==> src/pkg/cdma_regs.vh <==
// Purpose: Constants for the card host descriptor DMA engine
// Assumes: Four-word list entries in host memory, 32-bit words
// Notes:   Definitions only
`ifndef CDMA_REGS_VH
`define CDMA_REGS_VH

// ----------------------------------------------------------------
// List entry word 0 fields
// ----------------------------------------------------------------
`define CDMA_OWN_BIT      31
`define CDMA_FAULT_BIT    30
`define CDMA_RSVD_MSB     29
`define CDMA_RING_BIT     5
`define CDMA_CHAIN_BIT    4
`define CDMA_FIRST_BIT    3
`define CDMA_FINAL_BIT    2
`define CDMA_MASK_BIT     1

// ----------------------------------------------------------------
// List entry word 1 fields
// ----------------------------------------------------------------
`define CDMA_SIZE_MSB     12
`define CDMA_SIZE_W       13

// ----------------------------------------------------------------
// Address steps
// ----------------------------------------------------------------
`define CDMA_WORD_STEP    32'h0000_0004
`define CDMA_SIZE_STEP    13'h0004
`define CDMA_ENTRY_STEP   32'h0000_0010
`define CDMA_LAST_WORD    2'h3

// ----------------------------------------------------------------
// Data buffers and card fault inputs
// ----------------------------------------------------------------
`define CDMA_BUF_AW       3
`define CDMA_BUF_DEPTH    4'h8
`define CDMA_BUF_NEAR     4'h7
`define CDMA_NFAULT       7

`endif

==> src/design/cdma_buf.v <==
// Purpose: Word buffer between the DMA engine and the card data path
// Assumes: Caller never pushes when full nor pops when empty
// Notes:   Flip-flop storage addressed by wrapping indices
`timescale 1ns/1ps
`include "cdma_regs.vh"

module cdma_buf (
  // Clock and reset
  input  wire        i_mclk,
  input  wire        i_reset_n,
  // Fill side
  input  wire        i_push,
  input  wire [31:0] i_data,
  // Drain side
  input  wire        i_pop,
  output wire [31:0] o_data,
  // Level
  output wire        o_full,
  output wire        o_near_full,
  output wire        o_empty
);

  reg [31:0]               store [0:(1 << `CDMA_BUF_AW) - 1];
  reg [`CDMA_BUF_AW-1:0]   wr_idx;
  reg [`CDMA_BUF_AW-1:0]   rd_idx;
  reg [`CDMA_BUF_AW:0]     level;

  assign o_data      = store[rd_idx];
  assign o_full      = (level == `CDMA_BUF_DEPTH);
  assign o_near_full = (level >= `CDMA_BUF_NEAR);
  assign o_empty     = (level == {(`CDMA_BUF_AW + 1){1'b0}});

  always @(posedge i_mclk) begin
    if (i_push) begin
      store[wr_idx] <= i_data;
    end
  end

  always @(posedge i_mclk or negedge i_reset_n) begin
    if (!i_reset_n) begin
      wr_idx <= {`CDMA_BUF_AW{1'b0}};
      rd_idx <= {`CDMA_BUF_AW{1'b0}};
      level  <= {(`CDMA_BUF_AW + 1){1'b0}};
    end else begin
      if (i_push) begin
        wr_idx <= wr_idx + 1'b1;
      end
      if (i_pop) begin
        rd_idx <= rd_idx + 1'b1;
      end
      if (i_push && !i_pop) begin
        level <= level + 1'b1;
      end else if (i_pop && !i_push) begin
        level <= level - 1'b1;
      end
    end
  end

endmodule

==> src/design/cdma_engine.v <==
// Purpose: Descriptor-driven DMA between host memory and card buffers
// Assumes: Single-beat memory bus, request held until acknowledge
// Notes:   Data port reaches the buffers only while the engine is idle
//
// Functional notes
// - Owner bit set means engine owns entry
// - Word0 bit 30 reports ORed card faults
// - Ring wrap flag returns to list base
// - Pointer mode uses word3 as next entry
// - Empty first buffer defers data to next entry
// - Final entry flags count error unless transfer count is zero
// - Completion mask suppresses transmit/receive done flags
// - Word2 is full 32-bit buffer address
// - Each entry is four consecutive words
// - Entries chain buffer to buffer
// - Transmit buffer fed by port or engine
// - Receive buffer drained by port or engine
// - Unowned entry suspends and flags unavailable
// - Poll demand kick refetches and resumes
// - Wait command done and transfer request
`timescale 1ns/1ps
`include "cdma_regs.vh"

module cdma_engine (
  // Clock and reset
  input  wire                    i_mclk,
  input  wire                    i_reset_n,
  // Engine control
  input  wire                    i_dma_start,
  input  wire [31:0]             i_list_base,
  input  wire [31:0]             i_byte_count,
  input  wire                    i_dir_rx,
  input  wire                    i_poll_demand_kick,
  input  wire                    i_done_clear,
  input  wire                    i_unavail_clear,
  // Controller status
  input  wire                    i_cmd_done,
  input  wire                    i_cmd_error,
  input  wire                    i_transfer_request,
  input  wire [`CDMA_NFAULT-1:0] i_raw_card_events,
  // Register data port
  input  wire                    i_send_enable,
  input  wire                    i_port_wr,
  input  wire [31:0]             i_port_wdata,
  input  wire                    i_port_rd,
  output reg  [31:0]             o_port_rdata,
  // Host memory master
  output reg                     o_mem_req,
  output reg                     o_mem_we,
  output reg  [31:0]             o_mem_addr,
  output reg  [31:0]             o_mem_wdata,
  input  wire                    i_mem_ack,
  input  wire [31:0]             i_mem_rdata,
  // Card data path
  output reg                     o_card_tx_valid,
  output reg  [31:0]             o_card_tx_data,
  input  wire                    i_card_tx_ready,
  input  wire                    i_card_rx_valid,
  input  wire [31:0]             i_card_rx_data,
  output reg                     o_card_rx_ready,
  // Status
  output reg                     o_busy,
  output reg                     o_suspended,
  output reg                     o_tx_done_flag,
  output reg                     o_rx_done_flag,
  output reg                     o_desc_unavail,
  output reg                     o_count_error,
  output wire                    o_card_fault_summary
);

  // ----------------------------------------------------------------
  // States
  // ----------------------------------------------------------------
  localparam [6:0] ST_IDLE  = 7'h01;
  localparam [6:0] ST_FETCH = 7'h02;
  localparam [6:0] ST_CHECK = 7'h04;
  localparam [6:0] ST_WCMD  = 7'h08;
  localparam [6:0] ST_XFER  = 7'h10;
  localparam [6:0] ST_WBACK = 7'h20;
  localparam [6:0] ST_SUSP  = 7'h40;

  reg [6:0]               state;
  reg [1:0]               word_idx;
  reg [31:0]              w0;
  reg [31:0]              w1;
  reg [31:0]              w3;
  reg [31:0]              list_base;
  reg [31:0]              entry_addr;
  reg [31:0]              buf_addr;
  reg [`CDMA_SIZE_MSB:0]  entry_left;
  reg [31:0]              xfer_left;
  reg                     fault_clear;

  wire [31:0] tx_head;
  wire [31:0] rx_head;
  wire        tx_full;
  wire        tx_empty;
  wire        rx_near;
  wire        rx_empty;

  function [31:0] step_addr;
    input [31:0] base;
    input [31:0] step;
    begin
      step_addr = base + step;
    end
  endfunction

  // ----------------------------------------------------------------
  // Buffer traffic
  // ----------------------------------------------------------------
  wire mem_done   = o_mem_req && i_mem_ack;
  wire dma_push   = state[4] && !i_dir_rx && mem_done;
  wire port_push  = !o_busy && i_port_wr && i_send_enable && !tx_full;
  wire tx_push    = dma_push || port_push;
  wire tx_load    = !tx_empty && (!o_card_tx_valid || i_card_tx_ready);
  wire rx_push    = i_card_rx_valid && o_card_rx_ready;
  wire beat_go    = state[4] && !o_mem_req && i_transfer_request &&
                    (i_dir_rx ? !rx_empty : !tx_full);
  wire dma_pop    = beat_go && i_dir_rx;
  wire port_pop   = !o_busy && i_port_rd && !rx_empty;
  wire rx_pop     = dma_pop || port_pop;

  cdma_buf u_tx_buf (
    .i_mclk      (i_mclk),
    .i_reset_n   (i_reset_n),
    .i_push      (tx_push),
    .i_data      (dma_push ? i_mem_rdata : i_port_wdata),
    .i_pop       (tx_load),
    .o_data      (tx_head),
    .o_full      (tx_full),
    .o_near_full (),
    .o_empty     (tx_empty)
  );

  cdma_buf u_rx_buf (
    .i_mclk      (i_mclk),
    .i_reset_n   (i_reset_n),
    .i_push      (rx_push),
    .i_data      (i_card_rx_data),
    .i_pop       (rx_pop),
    .o_data      (rx_head),
    .o_full      (),
    .o_near_full (rx_near),
    .o_empty     (rx_empty)
  );

  cdma_fault u_fault (
    .i_mclk               (i_mclk),
    .i_reset_n            (i_reset_n),
    .i_clear              (fault_clear),
    .i_raw_card_events    (i_raw_card_events),
    .o_card_fault_summary (o_card_fault_summary)
  );

  // ----------------------------------------------------------------
  // Card side staging
  // ----------------------------------------------------------------
  always @(posedge i_mclk or negedge i_reset_n) begin
    if (!i_reset_n) begin
      o_card_tx_valid <= 1'b0;
      o_card_tx_data  <= 32'h0000_0000;
      o_card_rx_ready <= 1'b0;
      o_port_rdata    <= 32'h0000_0000;
    end else begin
      if (tx_load) begin
        o_card_tx_valid <= 1'b1;
        o_card_tx_data  <= tx_head;
      end else if (i_card_tx_ready) begin
        o_card_tx_valid <= 1'b0;
      end
      // One word of slack covers the registered ready
      o_card_rx_ready <= !rx_near;
      if (port_pop) begin
        o_port_rdata <= rx_head;
      end
    end
  end

  // ----------------------------------------------------------------
  // List walker
  // ----------------------------------------------------------------
  always @(posedge i_mclk or negedge i_reset_n) begin
    if (!i_reset_n) begin
      state          <= ST_IDLE;
      word_idx       <= 2'h0;
      w0             <= 32'h0000_0000;
      w1             <= 32'h0000_0000;
      w3             <= 32'h0000_0000;
      list_base      <= 32'h0000_0000;
      entry_addr     <= 32'h0000_0000;
      buf_addr       <= 32'h0000_0000;
      entry_left     <= {`CDMA_SIZE_W{1'b0}};
      xfer_left      <= 32'h0000_0000;
      fault_clear    <= 1'b0;
      o_mem_req      <= 1'b0;
      o_mem_we       <= 1'b0;
      o_mem_addr     <= 32'h0000_0000;
      o_mem_wdata    <= 32'h0000_0000;
      o_busy         <= 1'b0;
      o_suspended    <= 1'b0;
      o_tx_done_flag <= 1'b0;
      o_rx_done_flag <= 1'b0;
      o_desc_unavail <= 1'b0;
      o_count_error  <= 1'b0;
    end else begin
      fault_clear <= 1'b0;
      if (mem_done) begin
        o_mem_req <= 1'b0;
      end
      // Set wins over clear on every sticky flag
      if (i_done_clear) begin
        o_tx_done_flag <= 1'b0;
        o_rx_done_flag <= 1'b0;
      end
      if (i_unavail_clear) begin
        o_desc_unavail <= 1'b0;
      end
      case (state)
        ST_IDLE: begin
          if (i_dma_start) begin
            list_base     <= i_list_base;
            entry_addr    <= i_list_base;
            xfer_left     <= i_byte_count;
            o_count_error <= 1'b0;
            word_idx      <= 2'h0;
            state         <= ST_FETCH;
          end
        end
        ST_FETCH: begin
          if (!o_mem_req) begin
            o_mem_req  <= 1'b1;
            o_mem_we   <= 1'b0;
            o_mem_addr <= step_addr(entry_addr, {28'h0000000, word_idx, 2'h0});
          end else if (i_mem_ack) begin
            case (word_idx)
              2'h0: w0 <= i_mem_rdata;
              2'h1: w1 <= i_mem_rdata;
              2'h2: buf_addr <= i_mem_rdata;
              default: w3 <= i_mem_rdata;
            endcase
            word_idx <= word_idx + 2'h1;
            if (word_idx == `CDMA_LAST_WORD) begin
              fault_clear <= 1'b1;
              state       <= ST_CHECK;
            end
          end
        end
        ST_CHECK: begin
          entry_left  <= w1[`CDMA_SIZE_MSB:0];
          if (!w0[`CDMA_OWN_BIT]) begin
            o_desc_unavail <= 1'b1;
            state          <= ST_SUSP;
          end else if (w1[`CDMA_SIZE_MSB:0] == {`CDMA_SIZE_W{1'b0}}) begin
            state <= ST_WBACK;
          end else begin
            state <= ST_WCMD;
          end
        end
        ST_WCMD: begin
          if (i_cmd_done && !i_cmd_error) begin
            state <= ST_XFER;
          end
        end
        ST_XFER: begin
          if (beat_go) begin
            o_mem_req   <= 1'b1;
            o_mem_we    <= i_dir_rx;
            o_mem_addr  <= buf_addr;
            o_mem_wdata <= rx_head;
          end else if (mem_done) begin
            buf_addr   <= step_addr(buf_addr, `CDMA_WORD_STEP);
            entry_left <= entry_left - `CDMA_SIZE_STEP;
            xfer_left  <= step_addr(xfer_left, ~`CDMA_WORD_STEP + 32'h1);
            if (entry_left <= `CDMA_SIZE_STEP) begin
              state <= ST_WBACK;
            end
          end
        end
        ST_WBACK: begin
          if (!o_mem_req) begin
            o_mem_req   <= 1'b1;
            o_mem_we    <= 1'b1;
            o_mem_addr  <= entry_addr;
            o_mem_wdata <= {1'b0, o_card_fault_summary,
                            w0[`CDMA_RSVD_MSB:0]};
          end else if (i_mem_ack) begin
            word_idx <= 2'h0;
            if (w0[`CDMA_RING_BIT]) begin
              entry_addr <= list_base;
            end else if (w0[`CDMA_CHAIN_BIT]) begin
              entry_addr <= w3;
            end else begin
              entry_addr <= step_addr(entry_addr, `CDMA_ENTRY_STEP);
            end
            if (w0[`CDMA_FINAL_BIT]) begin
              if (!w0[`CDMA_MASK_BIT]) begin
                o_tx_done_flag <= !i_dir_rx | (o_tx_done_flag & !i_done_clear);
                o_rx_done_flag <= i_dir_rx | (o_rx_done_flag & !i_done_clear);
              end
              o_count_error <= (xfer_left != 32'h0000_0000);
              state         <= ST_IDLE;
            end else begin
              state <= ST_FETCH;
            end
          end
        end
        ST_SUSP: begin
          if (i_poll_demand_kick) begin
            word_idx <= 2'h0;
            state    <= ST_FETCH;
          end
        end
        default: begin
          state <= ST_IDLE;
        end
      endcase
      o_busy      <= !state[0];
      o_suspended <= state[6];
    end
  end

endmodule

==> src/design/cdma_fault.v <==
// Purpose: Card fault summary gathered over one list entry
// Assumes: Raw card events are levels or pulses in the clock domain
// Notes:   Cleared when a new entry starts, set wins over clear
`timescale 1ns/1ps
`include "cdma_regs.vh"

module cdma_fault (
  // Clock and reset
  input  wire                     i_mclk,
  input  wire                     i_reset_n,
  // Control
  input  wire                     i_clear,
  // Raw card events
  input  wire [`CDMA_NFAULT-1:0]  i_raw_card_events,
  // Summary
  output reg                      o_card_fault_summary
);

  always @(posedge i_mclk or negedge i_reset_n) begin
    if (!i_reset_n) begin
      o_card_fault_summary <= 1'b0;
    end else if (|i_raw_card_events) begin
      o_card_fault_summary <= 1'b1;
    end else if (i_clear) begin
      o_card_fault_summary <= 1'b0;
    end
  end

endmodule

==> config.mk <==
export PLATFORM = sky130hd
export DESIGN_NAME = cdma_engine
export DESIGN_NICKNAME = d
export VERILOG_FILES = /design/src/design/cdma_buf.v /design/src/design/cdma_engine.v /design/src/design/cdma_fault.v
export VERILOG_INCLUDE_DIRS = /design/src /design/src/pkg
export SDC_FILE = /design/constraint.sdc
export NUM_CORES = 1
export LEC_CHECK = 0
export ABC_CLOCK_PERIOD_IN_PS = 5970
export BUFFER_PORTS_ARGS = -buffer_cell sky130_fd_sc_hd__buf_2
export CAP_MARGIN = 20
export CORE_ASPECT_RATIO = 0.8
export CORE_MARGIN = 1
export CORE_UTILIZATION = 28
export DETAILED_ROUTE_END_ITERATION = 8
export GPL_TIMING_DRIVEN = 0
export SLEW_MARGIN = 25
export SYNTH_ARGS = -nofsm -noshare
export SYNTH_HDL_FRONTEND = slang
export SYNTH_HIERARCHICAL = 1
export SYNTH_SLANG_ARGS = --single-unit
==> constraint.sdc <==
create_clock -name i_mclk -period 5.97 [get_ports i_mclk]
set_clock_uncertainty 0.05 [all_clocks]
set_input_delay 0.8955 -clock i_mclk [delete_from_list [all_inputs] [get_ports i_mclk]]
set_output_delay 0.8955 -clock i_mclk [all_outputs]
set_load 0.01 [all_outputs]
==> results of run 1 <==
-- registers in the layout, summed over array words and instances, names as in the netlist, 31 cells and up --
register and cells:
o_mem_addr 32, o_card_tx_data 32, list_base 32, w0 31, buf_addr 32, u_tx_buf/store 256, u_rx_buf/store 256, w3 32
o_port_rdata 32, xfer_left 32, o_mem_wdata 32, entry_addr 32
-- cell usage in the layout (no fill, tap or decap), types with 18 or more instances in the layout --
cell / n
clkbuf_1: 147
buf_4: 22
nor2_1: 142
o211ai_1: 18
nand2b_1: 18
clkbuf_16: 100
dfrtp_1: 385
mux2_2: 280
o21ai_0: 107
nand3_1: 54
buf_2: 343
nor3_1: 69
mux4_1: 50
a31oi_1: 65
buf_1: 24
nand2_1: 186
nor4_1: 27
inv_1: 37
nand4_1: 29
o22ai_1: 30
clkinv_2: 20
ha_1: 23
mux4_2: 78
a21oi_1: 100
edfxtp_1: 512
-- worst register-to-register path, delay by kind of cell (launching register included) --
family	cells	cell delay, ps
and+or+nand+nor	4	2030
buffers and inverters	5	1830
DFF	1	340
AOI/OAI and AO/OA	1	270
-- layer usage --
layer	global-route usage	share of wire	vias to the layer above
met3	0.0437	0.082	260
li1	-	-	11700
met1	0.255	0.42	14000
met5	0	0.00054	-
met4	0.0784	0.046	10
met2	0.282	0.45	1242
-- worst max path at each step --
stage	slack, ps	startpoint	endpoint
after floorplan	1020	i_mem_ack	u_tx_buf/store[2][0]
after global placement	-4770	i_reset_n	o_card_tx_data[11]
after detailed placement	880	i_mem_ack	u_tx_buf/store[0][18]
after CTS	1210	o_mem_req	u_tx_buf/store[0][21]
after global routing	910	o_mem_req	u_tx_buf/store[0][21]
final	1210	o_mem_req	u_tx_buf/store[0][16]
-- metrics by stage --
stage	setup TNS (ps)	cells	setup WS (ps)	util
global placement	-2156560	4936	-4770	0.312
global route	0	5165	906	0.342
finish	0	5171	1210	0.343
detailed placement	0	4980	882	0.319
floorplan	0	2755	1020	-
CTS	0	5157	1210	0.342
-- layout make-up --
class | count | area [sq um] | share of cell area
Multi-Input combinational cell | 1630 | 13600 | 0.286
Clock inverter | 41 | 459 | 0.00963
Sequential cell | 898 | 25000 | 0.525
Timing Repair Buffer | 366 | 2370 | 0.0498
Antenna cell | 14 | 35.0 | 0.000735
Tap cell | 1860 | 2330 | 0.0488
Buffer | 190 | 888 | 0.0186
Clock buffer | 135 | 2790 | 0.0586
Inverter | 37 | 139 | 0.00291
-- power by group through the flow --
stage / combinational, mW / clock [mW] / sequential [mW]
floorplan: 4.67 / 0 / 9.02
global placement: 7.18 / 0 / 9.19
detailed placement: 7.47 / 0 / 9.20
CTS: 7.50 / 6.27 / 9.09
global route: 8.09 / 6.50 / 9.25
finish: 7.50 / 6.15 / 9.10
==> flow_summary.toml, run 1 <==
[placement]
postPlaceCellArea_sq_um = 44400
io_buffers = 321
dp_hpwl_microns = 98200
gp_congestion = 0.919

[setup_path]
start_kind = "flip-flop"
crit_buf_inv = 5
worst-r2r-setup-slack_ps = 1210
critPathRequiredTime_ps = 6340
max_stage_delay_ps = 740
path_cells = "clkbuf_1 > and2_1 > clkbuf_1 > nand3_1 > clkbuf_1 > o31ai_1 > nand2b_1 > nor3_2 > buf_4 > buf_4"
r2r_end = "u_tx_buf/store[0][16]"
crit_arrival_ps = 5130
crit_cells = 10
cp_max_fo = 10
path_common_cell = "clkbuf_1"
endpoint_kind = "flip-flop"
r2r-start = "o_mem_req"
worstRegToRegCells = 10
path_class = "reg2reg"
worst_path_max_delay_cell = "nand3_1"
crit_family = "simple AND/OR/NAND/NOR gates"

[floorplan]
initial_core_util = 0.284
fp-row-count = 122
die_x_microns = 422
die-area_sq_um = 143000
core-area_sq_um = 139000
die_h_microns = 338
io_pins = 322

[clock_tree]
cts_resized = 0
cts_tree = "yes"
clk_latency_ps = 720
holdBufCountCts = 1
cts_post_setup_buffers_inserted = 0
cts_buffers = 96
root_buffer = "clkbuf_16"
clk_pin_slew_ps = 60
clkSinkCount = 898
clockBufferDepth = 3
cts-htree-levels = 3

[final_layout]
drive_above_1_share = 0.289
fillCellCount = 13700
area_growth_pct = 20.6
design_area_sq_um = 47700
finalNetCount = 3428

[route]
dr.first_iter.drc_count = 3260
viasPerCell = 5.26
ant_nets = 0
wl_per_cell_microns = 26.2
wl_microns = 135000
drcViolationCount = 0
vias = 27200
drt_first_pass_iters = 6

[pwr]
power_per_cell_area_nw_per_um2 = 477
combPwrFrac = 0.330
ir_drop_v = 0.000253
switching_power_mw = 7.84
swShare = 0.345
p_int_mw = 14.9
power_mw = 22.7
p_leak_nw = 17.6
clockPowerShare = 0.270
seq_power_share = 0.400

[global_route]
track_usage = 0.186
antenna_found_initial = 39
first_global_vias = 26900
grt_pass1_wl_microns = 194000
grt_start_max_net_pins = 85
overflow = 0

[synthesis]
synthCells = 2755
synth_nets = 2964
syn_area_per_cell_sq_um = 14.4
syn-cell-area_sq_um = 39500
yosysWarningCount = 6

[timing]
slew-limit-headroom = 0.194
rsz0062_at_grt = "no"
whs_ps = 332
max_freq_mhz = 210
final.period_utilization = 0.797
slew_violations = 0
finalCriticalPeriod_ps = 4760
tightestPinTransition_ps = 1200
setup_violations = 0
hold_viol = 0

[job]
maxCapViolCount = 0

[hold_path]
whs_path_depth = 2
hp-class = "in2reg"
hold_path_end = "o_card_tx_valid"
min_from = "i_card_tx_ready"

[run_status]
outcome = "finished clean"
Power figures use the tool's default switching activity.
==> run 2: changes to the inputs <==
--- a/config.mk
+++ b/config.mk
@@ -6,7 +6,8 @@
 export SDC_FILE = /design/constraint.sdc
 export NUM_CORES = 1
 export LEC_CHECK = 0
-export ABC_CLOCK_PERIOD_IN_PS = 5970
+export ABC_AREA = 1
+export ABC_CLOCK_PERIOD_IN_PS = 4300
 export BUFFER_PORTS_ARGS = -buffer_cell sky130_fd_sc_hd__buf_2
 export CAP_MARGIN = 20
 export CORE_ASPECT_RATIO = 0.8
==> constraint.sdc (replaced) <==
create_clock -name i_mclk -period 4.3 [get_ports i_mclk]
set_clock_uncertainty 0.05 [all_clocks]
set_input_delay 0.645 -clock i_mclk [delete_from_list [all_inputs] [get_ports i_mclk]]
set_output_delay 0.645 -clock i_mclk [all_outputs]
set_load 0.01 [all_outputs]
==> flow_summary.toml, run 2 <==
[run_status]
outcome = "finished clean"

[final_layout]
area_growth_pct = 19.1
finalNetCount = 5917
final_common_cell = "nand2_1"
final_cell_mix = "nand2_1 (2000), nor2_1 (835), inv_1 (518)"
utilization = 0.338
top_regs = "u_rx_buf/store x256, u_tx_buf/store x256"
fillCellCount = 15900
stdcell_count = 7822
drive_above_1_share = 0.121

[pwr]
swShare = 0.414
power_mw = 34.7
p_int_mw = 20.4
p_leak_nw = 24.0
seq_power_share = 0.358
ir_drop_v = 0.000425
power_per_cell_area_nw_per_um2 = 671
clockPowerShare = 0.257
combPwrFrac = 0.386
switching_power_mw = 14.4

[route]
drt_first_pass_iters = 6
viasPerCell = 4.64
dr.first_iter.drc_count = 3707
wl_per_cell_microns = 20.1
vias = 36300
drcViolationCount = 0
wl_microns = 157000
ant_nets = 0

[placement]
dp_hpwl_microns = 119000
gp_congestion = 0.935
io_buffers = 321
numPlacedInstances = 7621
place_ws_ps = 209

[synthesis]
synthCells = 5263
syn_area_per_cell_sq_um = 8.26
synth_nets = 5472
yosysWarningCount = 6
syn-cell-area_sq_um = 43500

[setup_path]
cp_max_fo = 10
crit_arrival_ps = 4440
worst-r2r-setup-slack_ps = 410
path_class = "reg2reg"
critPathRequiredTime_ps = 4860
start_kind = "flip-flop"
endpoint_kind = "flip-flop"

[global_route]
first_global_vias = 34000
track_usage = 0.197
grt_start_max_net_pins = 87
grt_pass1_wl_microns = 228000
overflow = 0
antenna_found_initial = 33

[floorplan]
io_pins = 322
die_x_microns = 442
core-area_sq_um = 153000
initial_core_util = 0.284
die_h_microns = 354
die-area_sq_um = 157000
fp-row-count = 128

[clock_tree]
clk_latency_ps = 730
root_buffer = "clkbuf_16"
cts_tree = "yes"
cts_post_setup_buffers_inserted = 0
cts_buffers = 97
clkSinkCount = 898
clockBufferDepth = 3
clk_pin_slew_ps = 70
cts-htree-levels = 3

[job]
maxCapViolCount = 0

[timing]
finalCriticalPeriod_ps = 3890
rsz0062_at_grt = "no"
setup_violations = 0
slew_violations = 0
tightestPinTransition_ps = 1020
hold_viol = 0
finalWorstSetupSlack_ps = 415
max_freq_mhz = 257
final.period_utilization = 0.904
slew-limit-headroom = 0.311

[hold_path]
hp-class = "in2reg"
[run 2: cell types whose count changed in the layout (fill, tap and decap cells not counted), sizes merged, moves of 56 or more]
cell    previous run  this run
inv               42       529
nor3              74        18
mux2             280         4
clkbuf           265       207
a31oi             65         3
mux4             128         0
buf              425       496
nor2             154       866
nand2            186      2006
o21ai            109       344
nand3             54       151
[run 2: critical path: stages, from the launching register on]
cell and delay, ps:
dfrtp_1 440, or2_2 310, nor3_1 120, inv_1 110, nand3_1 560, clkbuf_1 500, o21ai_1 420, inv_1 140
ha_1 170, inv_1 100, ha_1 310, or2_2 320, nand2_1 70, nand2_1 40, nand3_1 60, nand2_1 50
[run 2: per-stage QoR]
stage               instance area [sq um]  hold WS (ps)  setup TNS, ps
CTS                                 51700          3.66              0
floorplan                           43500           299              0
global placement                    47600           401       -2640500
global route                        51700          36.9              0
detailed placement                  48300           405              0
finish                              51800          58.1              0
[run 2: routing by layer]
layer  part of all wire  global-route usage  vias to the layer above
met5            0.00037                   0                        -
met3              0.074              0.0365                      322
met1               0.43               0.264                    17200
met4              0.058               0.108                       10
met2               0.44               0.301                     1356
li1                   -                   -                    17400
[run 2: final cells by class]
class / count / area (sq um) / area share
Clock inverter: 47 / 613 / 0.0118
Timing Repair Buffer: 346 / 2240 / 0.0434
Buffer: 223 / 1250 / 0.0241
Sequential cell: 898 / 25000 / 0.484
Inverter: 528 / 1980 / 0.0383
Tap cell: 2015 / 2520 / 0.0487
Clock buffer: 137 / 2770 / 0.0535
Multi-Input combinational cell: 3614 / 15300 / 0.296
Antenna cell: 14 / 35.0 / 0.000677
[run 2: power by group through the flow]
stage	combinational, mW	clock [mW]	sequential (mW)
5_1_grt	14.9	9.39	12.6
3_3_place_gp	13.0	0	12.5
4_1_cts	13.4	9.08	12.4
6_report	13.4	8.92	12.4
3_5_place_dp	13.3	0	12.5
2_1_floorplan	8.27	0	12.3
[run 2: worst paths after layout]
kind	from	endpoint	depth (start not counted)
worst max-delay path	u_rx_buf/level[1]	u_rx_buf/level[3]	15
worst min-delay path	i_raw_card_events[3]	u_fault/o_card_fault_summary	3
worst max register to register	u_rx_buf/level[1]	u_rx_buf/level[3]	15
worst min register to register	o_card_tx_data[23]	o_card_tx_data[23]	2
max in group asynchronous	i_reset_n	u_tx_buf/wr_idx[0]	4
min in group asynchronous	i_reset_n	xfer_left[19]	2
[run 2: what timing repair did]
| item | CTS | global route |
|---|---|---|
| hold buffers | 3 | 0 |
| hold endpoints to repair | 74 | 0 |
| resized for setup | 0 | 0 |
